**config.mk**
```make
export PLATFORM = sky130hd
export DESIGN_NAME = ce_event_regs
export DESIGN_NICKNAME = d
export VERILOG_FILES = /design/src/ce_pkg.sv /design/src/ce_edge_detect.sv /design/src/ce_event_flag.sv /design/src/ce_event_regs.sv
export SDC_FILE = /design/constraint.sdc
export NUM_CORES = 1
export LEC_CHECK = 0
export BUFFER_PORTS_ARGS = -buffer_cell sky130_fd_sc_hd__buf_2
export CORE_MARGIN = 2
export CORE_UTILIZATION = 50
export DETAILED_ROUTE_END_ITERATION = 16
export PLACE_DENSITY = 0.76
export REMOVE_ABC_BUFFERS = 1
export SLEW_MARGIN = 10
export SYNTH_ARGS = -nofsm -noshare
export SYNTH_HDL_FRONTEND = slang
export SYNTH_SLANG_ARGS = --single-unit
export TNS_END_PERCENT = 50
```
**constraint.sdc**
```tcl
create_clock -name ref_clk -period 1.9 [get_ports ref_clk]
set_input_delay 0.285 -clock ref_clk [delete_from_list [all_inputs] [get_ports ref_clk]]
set_output_delay 0.285 -clock ref_clk [all_outputs]
set_load 0.005 [all_outputs]
```
**src/ce_pkg.sv**
```systemverilog
// constants shared by the carrier and eye event register block
package ce_pkg;
   // register offsets
   localparam logic [7:0] CE_ADDR_RSVD_A = 8'h51;
   localparam logic [7:0] CE_ADDR_BOOST = 8'h52;
   localparam logic [7:0] CE_ADDR_RSVD_B = 8'h53;
   localparam logic [7:0] CE_ADDR_STATUS = 8'h54;
   localparam logic [7:0] CE_ADDR_RSVD_C = 8'h55;
   localparam logic [7:0] CE_ADDR_ENABLE = 8'h56;
   localparam logic [7:0] CE_ADDR_RSVD_D = 8'h60;
   localparam logic [7:0] CE_ADDR_RSVD_E = 8'h61;
   localparam logic [7:0] CE_ADDR_RSVD_F = 8'h62;
   localparam logic [7:0] CE_ADDR_RSVD_G = 8'h63;
   localparam logic [7:0] CE_ADDR_RSVD_H = 8'h64;
   localparam logic [7:0] CE_ADDR_RSVD_I = 8'h65;
   localparam logic [7:0] CE_ADDR_RSVD_J = 8'h66;
   localparam logic [7:0] CE_ADDR_RSVD_K = 8'h67;
   localparam logic [7:0] CE_ADDR_RSVD_L = 8'h68;
   // reset values
   localparam logic [7:0] CE_RST_BOOST = 8'h00;
   localparam logic [7:0] CE_RST_STATUS = 8'h00;
   localparam logic [7:0] CE_RST_ENABLE = 8'h00;
   localparam logic [7:0] CE_RST_RSVD_A = 8'h00;
   localparam logic [7:0] CE_RST_RSVD_B = 8'h00;
   localparam logic [7:0] CE_RST_RSVD_C = 8'h02;
   localparam logic [7:0] CE_RST_RSVD_D = 8'h26;
   localparam logic [7:0] CE_RST_RSVD_E = 8'h31;
   localparam logic [7:0] CE_RST_RSVD_F = 8'h70;
   localparam logic [7:0] CE_RST_RSVD_G = 8'h3d;
   localparam logic [7:0] CE_RST_RSVD_H = 8'hff;
   localparam logic [7:0] CE_RST_RSVD_I = 8'h00;
   localparam logic [7:0] CE_RST_RSVD_J = 8'h00;
   localparam logic [7:0] CE_RST_RSVD_K = 8'h00;
   localparam logic [7:0] CE_RST_RSVD_L = 8'h00;
   localparam logic [7:0] CE_UNMAPPED_READ = 8'h00;
   // status and enable field positions
   localparam int CE_BIT_CARRIER_LIVE = 7;
   localparam int CE_BIT_LOCK_GAINED = 6;
   localparam int CE_BIT_IN1_FOUND = 5;
   localparam int CE_BIT_IN0_FOUND = 4;
   localparam int CE_BIT_EYE_REACHED = 3;
   localparam int CE_BIT_LOCK_LOST = 2;
   localparam int CE_BIT_IN1_LOST = 1;
   localparam int CE_BIT_IN0_LOST = 0;
   localparam int CE_NUM_EVENTS = 7;
   // positions in the level vector fed to the edge detector
   localparam int CE_LVL_IN0 = 0;
   localparam int CE_LVL_IN1 = 1;
   localparam int CE_LVL_LOCK = 2;
   localparam int CE_LVL_EYE = 3;
   localparam int CE_NUM_LEVELS = 4;
   // live carrier bit source selection
   localparam logic CE_SEL_CABLE = 1'b0;
endpackage

```
**src/ce_edge_detect.sv**
```systemverilog
// rise and fall pulse detector for a vector of level inputs
`timescale 1ns/1ns
module ce_edge_detect #(
   parameter int WIDTH = 4
) (
   input wire logic ref_clk, // block clock
   input wire logic srst, // synchronous reset, active high
   input wire logic [WIDTH-1:0] level_in, // levels to watch
   output logic [WIDTH-1:0] rise_pulse, // one cycle on a 0 to 1 step
   output logic [WIDTH-1:0] fall_pulse // one cycle on a 1 to 0 step
);
   logic [WIDTH-1:0] prev_reg;

   // previous sample; zero at reset so a level already high reports as found
   always_ff @(posedge ref_clk) begin
      if (srst) begin
         prev_reg <= '0;
      end else begin
         prev_reg <= level_in;
      end
   end

   // edges compare the present level with the last sample
   assign rise_pulse = level_in & ~prev_reg;
   assign fall_pulse = ~level_in & prev_reg;
endmodule

```
**src/ce_event_flag.sv**
```systemverilog
// one sticky event flag, cleared by a status read, set winning over clear
`timescale 1ns/1ns
module ce_event_flag (
   input wire logic ref_clk, // block clock
   input wire logic srst, // synchronous reset, active high
   input wire logic set_pulse, // event seen this cycle
   input wire logic clear_pulse, // status register read this cycle
   output logic flag_out // latched event flag
);
   logic flag_reg;
   logic flag_next;

   // a set in the clearing cycle survives so no event is lost
   assign flag_next = set_pulse | (flag_reg & ~clear_pulse);

   always_ff @(posedge ref_clk) begin
      if (srst) begin
         flag_reg <= 1'b0;
      end else begin
         flag_reg <= flag_next;
      end
   end

   assign flag_out = flag_reg;
endmodule

```
**src/ce_event_regs.sv**
```systemverilog
// event status, event enable and boost readback registers with interrupt request
`timescale 1ns/1ns
module ce_event_regs
   import ce_pkg::*;
(
   input wire logic ref_clk, // block clock, 20 MHz
   input wire logic srst, // synchronous reset, active high
   input wire logic [7:0] reg_addr, // register offset
   input wire logic reg_wr_en, // write strobe, one cycle
   input wire logic [7:0] reg_wr_data, // write data
   input wire logic reg_rd_en, // read strobe, one cycle
   output logic [7:0] reg_rd_data, // read data, valid with reg_rd_valid
   output logic reg_rd_valid, // read answer, one cycle after strobe
   input wire logic cable_input_carrier, // carrier present on cable_input
   input wire logic trace_input_carrier, // carrier present on trace_input
   input wire logic input_select, // 0 selects cable_input, 1 trace_input
   input wire logic cdr_locked, // clock recovery locked level
   input wire logic eye_threshold_met, // eye opening at or above threshold
   input wire logic [7:0] adapted_boost_value, // boost chosen by adaptation
   output logic irq_req // interrupt request, active high level
);
   import ce_pkg::*;

   logic [7:0] boost_reg;
   logic [7:0] enable_reg;
   logic [7:0] enable_next;
   logic [7:0] rd_data_reg;
   logic rd_valid_reg;
   logic [CE_NUM_LEVELS-1:0] level_vec;
   logic [CE_NUM_LEVELS-1:0] rise_vec;
   logic [CE_NUM_LEVELS-1:0] fall_vec;
   logic [CE_NUM_EVENTS-1:0] event_set;
   logic [CE_NUM_EVENTS-1:0] event_flags;
   logic carrier_live;
   logic [7:0] status_view;
   logic [7:0] rd_mux;
   logic status_rd;
   logic enable_wr;
   logic [CE_NUM_EVENTS-1:0] gated_flags;

   // levels gathered for the shared edge detector
   assign level_vec[CE_LVL_IN0] = cable_input_carrier;
   assign level_vec[CE_LVL_IN1] = trace_input_carrier;
   assign level_vec[CE_LVL_LOCK] = cdr_locked;
   assign level_vec[CE_LVL_EYE] = eye_threshold_met;

   ce_edge_detect #(
      .WIDTH(CE_NUM_LEVELS)
   ) u_edges (
      .ref_clk(ref_clk),
      .srst(srst),
      .level_in(level_vec),
      .rise_pulse(rise_vec),
      .fall_pulse(fall_vec)
   );

   assign event_set[CE_BIT_LOCK_GAINED] = rise_vec[CE_LVL_LOCK];
   assign event_set[CE_BIT_IN1_FOUND] = rise_vec[CE_LVL_IN1];
   assign event_set[CE_BIT_IN0_FOUND] = rise_vec[CE_LVL_IN0];
   // eye threshold source; only the crossing counts, not the level
   assign event_set[CE_BIT_EYE_REACHED] = rise_vec[CE_LVL_EYE];
   assign event_set[CE_BIT_LOCK_LOST] = fall_vec[CE_LVL_LOCK];
   assign event_set[CE_BIT_IN1_LOST] = fall_vec[CE_LVL_IN1];
   assign event_set[CE_BIT_IN0_LOST] = fall_vec[CE_LVL_IN0];

   // any read of the status offset is the clear strobe
   assign status_rd = reg_rd_en && (reg_addr == CE_ADDR_STATUS);
   assign enable_wr = reg_wr_en && (reg_addr == CE_ADDR_ENABLE);

   // one sticky flag per event source
   genvar gi;
   generate
      for (gi = 0; gi < CE_NUM_EVENTS; gi++) begin : g_flag
         ce_event_flag u_flag (
            .ref_clk(ref_clk),
            .srst(srst),
            .set_pulse(event_set[gi]),
            .clear_pulse(status_rd),
            .flag_out(event_flags[gi])
         );
      end
   endgenerate

   // live carrier of whichever input is selected
   assign carrier_live = (input_select == CE_SEL_CABLE) ? cable_input_carrier : trace_input_carrier;
   // status is only assembled, never written
   assign status_view = {carrier_live, event_flags};

   // bit 7 stays zero; only the enable offset writes
   assign enable_next = enable_wr ? {1'b0, reg_wr_data[6:0]} : enable_reg;

   // enable register and boost capture
   always_ff @(posedge ref_clk) begin
      if (srst) begin
         enable_reg <= CE_RST_ENABLE;
         boost_reg <= CE_RST_BOOST;
      end else begin
         enable_reg <= enable_next;
         boost_reg <= adapted_boost_value;
      end
   end

   // read decode; reserved offsets answer their reset pattern
   always_comb begin
      case (reg_addr)
         CE_ADDR_RSVD_A: rd_mux = CE_RST_RSVD_A;
         CE_ADDR_BOOST: rd_mux = boost_reg;
         CE_ADDR_RSVD_B: rd_mux = CE_RST_RSVD_B;
         CE_ADDR_STATUS: rd_mux = status_view;
         CE_ADDR_RSVD_C: rd_mux = CE_RST_RSVD_C;
         CE_ADDR_ENABLE: rd_mux = enable_reg;
         CE_ADDR_RSVD_D: rd_mux = CE_RST_RSVD_D;
         CE_ADDR_RSVD_E: rd_mux = CE_RST_RSVD_E;
         CE_ADDR_RSVD_F: rd_mux = CE_RST_RSVD_F;
         CE_ADDR_RSVD_G: rd_mux = CE_RST_RSVD_G;
         CE_ADDR_RSVD_H: rd_mux = CE_RST_RSVD_H;
         CE_ADDR_RSVD_I: rd_mux = CE_RST_RSVD_I;
         CE_ADDR_RSVD_J: rd_mux = CE_RST_RSVD_J;
         CE_ADDR_RSVD_K: rd_mux = CE_RST_RSVD_K;
         CE_ADDR_RSVD_L: rd_mux = CE_RST_RSVD_L;
         default: rd_mux = CE_UNMAPPED_READ;
      endcase
   end

   // read data is captured before the clear lands, so software sees the events
   always_ff @(posedge ref_clk) begin
      if (srst) begin
         rd_data_reg <= 8'h00;
         rd_valid_reg <= 1'b0;
      end else begin
         rd_valid_reg <= reg_rd_en;
         if (reg_rd_en) begin
            rd_data_reg <= rd_mux;
         end
      end
   end

   assign reg_rd_data = rd_data_reg;
   assign reg_rd_valid = rd_valid_reg;

   assign gated_flags[CE_BIT_LOCK_GAINED] = event_flags[CE_BIT_LOCK_GAINED] & enable_reg[CE_BIT_LOCK_GAINED];
   assign gated_flags[CE_BIT_IN1_FOUND] = event_flags[CE_BIT_IN1_FOUND] & enable_reg[CE_BIT_IN1_FOUND];
   assign gated_flags[CE_BIT_IN0_FOUND] = event_flags[CE_BIT_IN0_FOUND] & enable_reg[CE_BIT_IN0_FOUND];
   assign gated_flags[CE_BIT_EYE_REACHED] = event_flags[CE_BIT_EYE_REACHED] & enable_reg[CE_BIT_EYE_REACHED];
   assign gated_flags[CE_BIT_LOCK_LOST] = event_flags[CE_BIT_LOCK_LOST] & enable_reg[CE_BIT_LOCK_LOST];
   assign gated_flags[CE_BIT_IN1_LOST] = event_flags[CE_BIT_IN1_LOST] & enable_reg[CE_BIT_IN1_LOST];
   assign gated_flags[CE_BIT_IN0_LOST] = event_flags[CE_BIT_IN0_LOST] & enable_reg[CE_BIT_IN0_LOST];

   // enabled latched flags raise the request; live carrier never does
   // masking the flags rather than the events lets software arm an enable late and still see the request
   assign irq_req = |gated_flags;
endmodule

```
# Word-level counts from Yosys, hierarchy flattened
# Index checks and enable logic that the tools add are counted.
# W data, S select, Z words.
dict set report classes {
  n_mux 2
  bitwise 26
  n_eq_ne 9
  reduce_logical 3
}
# cell count
set ops {}
lappend ops {{$eq A8 B7 Y1 const B} 9}
lappend ops {{$pmux W8 S9} 1}
lappend ops {{$and A1 B1 Y1} 14}
lappend ops {{$or A1 B1 Y1} 7}
lappend ops {{$reduce_or A7 Y1} 1}
lappend ops {{$and A4 B4 Y4} 1}
lappend ops {{$not A4 Y4} 1}
lappend ops {{$and A3 B3 Y3} 1}
lappend ops {{$not A3 Y3} 1}
lappend ops {{$logic_and A1 B1 Y1} 2}
lappend ops {{$mux W1} 1}
lappend ops {{$not A1 Y1} 1}
dict set report totals {
  out_inout_bits 10
  register_bits 35
  wordCells 52
  input_bits 33
}

# Depth between registers and ports, before layout
dict set report depth {
  word_depth 5
  mapped_depth 6
}

# Modules after synthesis
# A second synthesis with hierarchy kept.
dict set report unflattened {
  cells_unflattened 188
  area_unflattened_um2 1783.0
}
# module cells_each area_per_inst_um2 seq_area_each_um2 instances
set modules_own_cells {}
lappend modules_own_cells {ce_event_regs 144 1356.3 480.5 1}
lappend modules_own_cells {ce_event_flag 4 38.8 20.0 7}
lappend modules_own_cells {ce_edge_detect 16 155.1 80.1 1}

# Worst setup path before layout
# OpenSTA, ideal clock, no wires.
dict set report synth_path {
  kind {input port to flip-flop}
  from {input port reg_addr[0]}
  to {register rd_data_reg[5] (netlist: reg_rd_data[5])}
  cell_stages 5
  arrival_ps 1435
  t_required_ps 1840
  path_buffers 1
  setup_ps 60
  path_slack_ps 405
  path_cell_list {buf_6 -> or2_4 -> a2111o_1 -> a21oi_4 -> a22o_1}
}
dict set report synth_between {
  elab_chain_len 2
}
# item line_no
set synth_lines {}
lappend synth_lines {{start: declaration} ce_event_regs.sv:8} ;# input wire logic [7:0] reg_addr,
lappend synth_lines {{$eq A8 B7 Y1} ce_event_regs.sv:105} ;# case (reg_addr)
lappend synth_lines {{$pmux W8 S9 (*)} ce_event_regs.sv:105}
lappend synth_lines {{end signal: assignment} ce_event_regs.sv:133} ;# rd_data_reg <= rd_mux;
lappend synth_lines {{end: declaration} ce_event_regs.sv:27} ;# logic [7:0] rd_data_reg;
# Every way passes the cells marked *; elsewhere a longest branch is shown, timed or not.
# A chain may end at the register's enable or synchronous reset.

# Final worst setup path
dict set report layout_path {
  from {register g_flag[4].u_flag.flag_reg}
  to {output port irq_req}
}
dict set report layout_between {
  elab_chain_len 2
}
# item line_no
set layout_lines {}
lappend layout_lines {{start: declaration} ce_event_flag.sv:10} ;# logic flag_reg;
lappend layout_lines {{start signal: assignment} ce_event_flag.sv:20} ;# flag_reg <= flag_next;
lappend layout_lines {{$and A1 B1 Y1} ce_event_regs.sv:143} ;# assign gated_flags[CE_BIT_IN0_FOUND] = event_flags[CE_BIT_IN0_FOUND] & enable_reg[CE_BIT_IN0_FOUND];
lappend layout_lines {{$reduce_or A7 Y1} ce_event_regs.sv:151} ;# assign irq_req = |gated_flags;
lappend layout_lines {{end: declaration} ce_event_regs.sv:20} ;# output logic irq_req
# Every way passes these cells.

==> metrics.yaml <==
cts_sinks: 35
synth.largest_area_cell: "sky130_fd_sc_hd__dfxtp_1"
synth.area.top_cells: "sky130_fd_sc_hd__dfxtp_1 (42%), sky130_fd_sc_hd__nor2b_1 (8.6%), sky130_fd_sc_hd__mux2i_1 (5.4%)"
cp_top_delay_family: "compound AO/OA/AOI/OAI gates"
status: "completed"
pin_count_of_the_biggest_net_entering_global_routing: 24
postCtsResizedCells: 0
post_layout_nonfiller_instances: 260
via_count_of_the_first_global_routing_pass: 1360
leakage_nw: 0.866
fin_nets: 246
setup.reg_to_reg.worst_slack_ns: 0.69
die_h_um: 61.8
postSynthCellCount: 173
worst-path-buf-inv: 1
num_ports: 43
finalCoreUtilization: 0.606
post_drt_via_cell_ratio: 5.59
worst_r2r_startpoint: "enable_reg[1]"
critical_path.reg2reg.endpoint: "reg_rd_data[1]"
path_depth: 3
clock_transition_at_the_register_clock_pins_on_the_worst_setup_and_hold_paths_after_cts_ns: 0.10
drc_errors_left: 0
cts_max_path_buffers: 2
fp.dieArea_sq_um: 3820
synth_enable_flop_cells: 0
yosys_warnings: 0
timing.critical_path.arrival_ns: 1.32
final_period_minus_worst_setup_slack_ns: 1.60
layout_common_cells: "sky130_fd_sc_hd__buf_2 (41), sky130_fd_sc_hd__dfxtp_1 (35), sky130_fd_sc_hd__nor2b_1 (23)"
detail_route.first_pass.iterations: 4
initial_utilization: 0.509
fp.coreArea_sq_um: 3280
timing.slew.headroom: 0.693
routed_wirelength_um: 3750
reg2reg_depth: 4
fin_tns_setup_ns: 0
critPathSlowestCell: "sky130_fd_sc_hd__a222oi_1"
hold_class: "input pin to flop"
clk-insertion-delay-late_ns: 0.34
power.density_nw_per_um2: 746
type_of_element_capturing_the_critical_path: "output port"
syn_avg_cell_area_sq_um: 9.67
yosys_most_used_dff: "sky130_fd_sc_hd__dfxtp_1"
ctsRootBufferMaster: "sky130_fd_sc_hd__clkbuf_4"
synth.cell_area_sq_um: 1670
asr_flop_ratio_synth: 0
layout.cells.most_common: "sky130_fd_sc_hd__buf_2"
dr_total_vias: 1453
ffs_latches_synth: 35
critical_path.max_fanout: 3
wire_length_of_the_first_global_routing_pass_um: 6070
cts_buffers: 5
cp_slowest_stage_delay_ns: 0.36
worst-slew-pin-transition_ns: 0.460
finalClockSkew_ns: 0.00885
grt_setup_unrepaired: "no"
max_cap_viol_count: 0
critical_path.cell_chain: "a222oi_1 > nand3_1 > buf_2"
die_width_um: 61.8
ant_nets: 0
globalplace.congestion: 0.853
finalSetupViolations: 0
worstSetupStartpointType: "flop"
final_layout_size_suffix_gt1_frac: 0.276
final_hold_viol_count: 0
cts_setup_buffers: 0
placed_cells: 252
crit_path_start: "g_flag[4].u_flag.flag_out"
max_freq_mhz: 624
netlist.area_leader.share: 0.419
critical_path_required_ns: 1.62
globalRouteTotalUtil: 0.221
drt_iter0_drc: 59
slew_viol_final: 0
areaGrowthSynthToFinish_pct: 19.0
hold_ws_ns: 0.149
yosysSeqAreaShare: 0.419
postCtsHoldBufs: 0
grt_antenna_before_repair: 0
wire_per_inst_um: 14.4
synthDistinctLibCells: 47
hpwlAfterDp_um: 2880
worst_ir_drop_vdd_mv: 0.657
num_rows: 21
io_buffer_count: 41
grt_overflow_total: 0
type_of_the_setup_path_with_the_least_slack: "flop to output port"
final_min_period_over_clock_period: 0.843
cts.htree.levels: 2
insertedDiodeCount: 0
critPathCapture: "irq_req"
tritoncts_clock_tree: "built"
## layout make-up
class	count	area, sq um
tap	46	57.6
inverter	2	7.51
multi-input combinational	125	911
sequential	35	701
clock buffer	6	51.3
timing repair buffer	44	228
clock inverter	2	35.0
fill	294	1290
## worst register-to-register path, stage by stage (launching register included)
cell and delay (ns):
sky130_fd_sc_hd__dfxtp_1 0.35, sky130_fd_sc_hd__and4b_1 0.19, sky130_fd_sc_hd__o2bb2ai_1 0.12, sky130_fd_sc_hd__a211o_1 0.29, sky130_fd_sc_hd__a22o_1 0.17
## cells in the mapped netlist (all sizes together) (3+ instances only)
library cell  number
a21oi             11
a22o               7
a22oi              6
and4b              3
buf                6
clkbuf             5
dfxtp             35
mux2i              9
nand2              3
nand4              4
nor2              20
nor2b             23
nor3b              3
o221ai             3
## layer usage
metal | GRT usage | vias to the layer above | wire (um)
met5 | 0 | - | 0
met4 | 0.116 | 0 | 55
met3 | 0.0890 | 7 | 219
met2 | 0.334 | 61 | 1800
met1 | 0.272 | 662 | 1680
li1 | - | 723 | -
## report_power, final
group	internal (W)	switching, W
Clock	0.000311	0.000250
Sequential	0.000759	0.0000145
Combinational	0.0000682	0.0000828
## how the worst min path moves through the flow
stage / cells past startpoint / to / from
global route: 2 / boost_reg[0] / adapted_boost_value[0]
floorplan: 1 / reg_rd_valid / srst
detailed placement: 1 / reg_rd_data[5] / reg_rd_data[5]
CTS: 2 / boost_reg[4] / adapted_boost_value[4]
finish: 2 / boost_reg[6] / adapted_boost_value[6]
global placement: 1 / reg_rd_data[5] / reg_rd_data[5]
## logic make-up (layout without fill, tap and decap cells)
group	Yosys count	after routing	share of synthesized area
AND/OR/NAND/NOR	71	71	0.282
AO/OA/AOI/OAI	44	44	0.202
multiplexers	10	10	0.0606
buffers and inverters	13	54	0.0366
flip-flops	35	35	0.419
## metrics by stage
step | total power (W) | setup slack, ns | cell area (sq um)
after floorplan | 0.000853 | 0.120 | 1620
after global placement | 0.000933 | 0.242 | 1900
after detailed placement | 0.000940 | 0.181 | 1900
after CTS | 0.00150 | 0.247 | 1990
after global routing | 0.00156 | 0.194 | 1990
final | 0.00149 | 0.299 | 1990
Power figures use the tool's default switching activity.
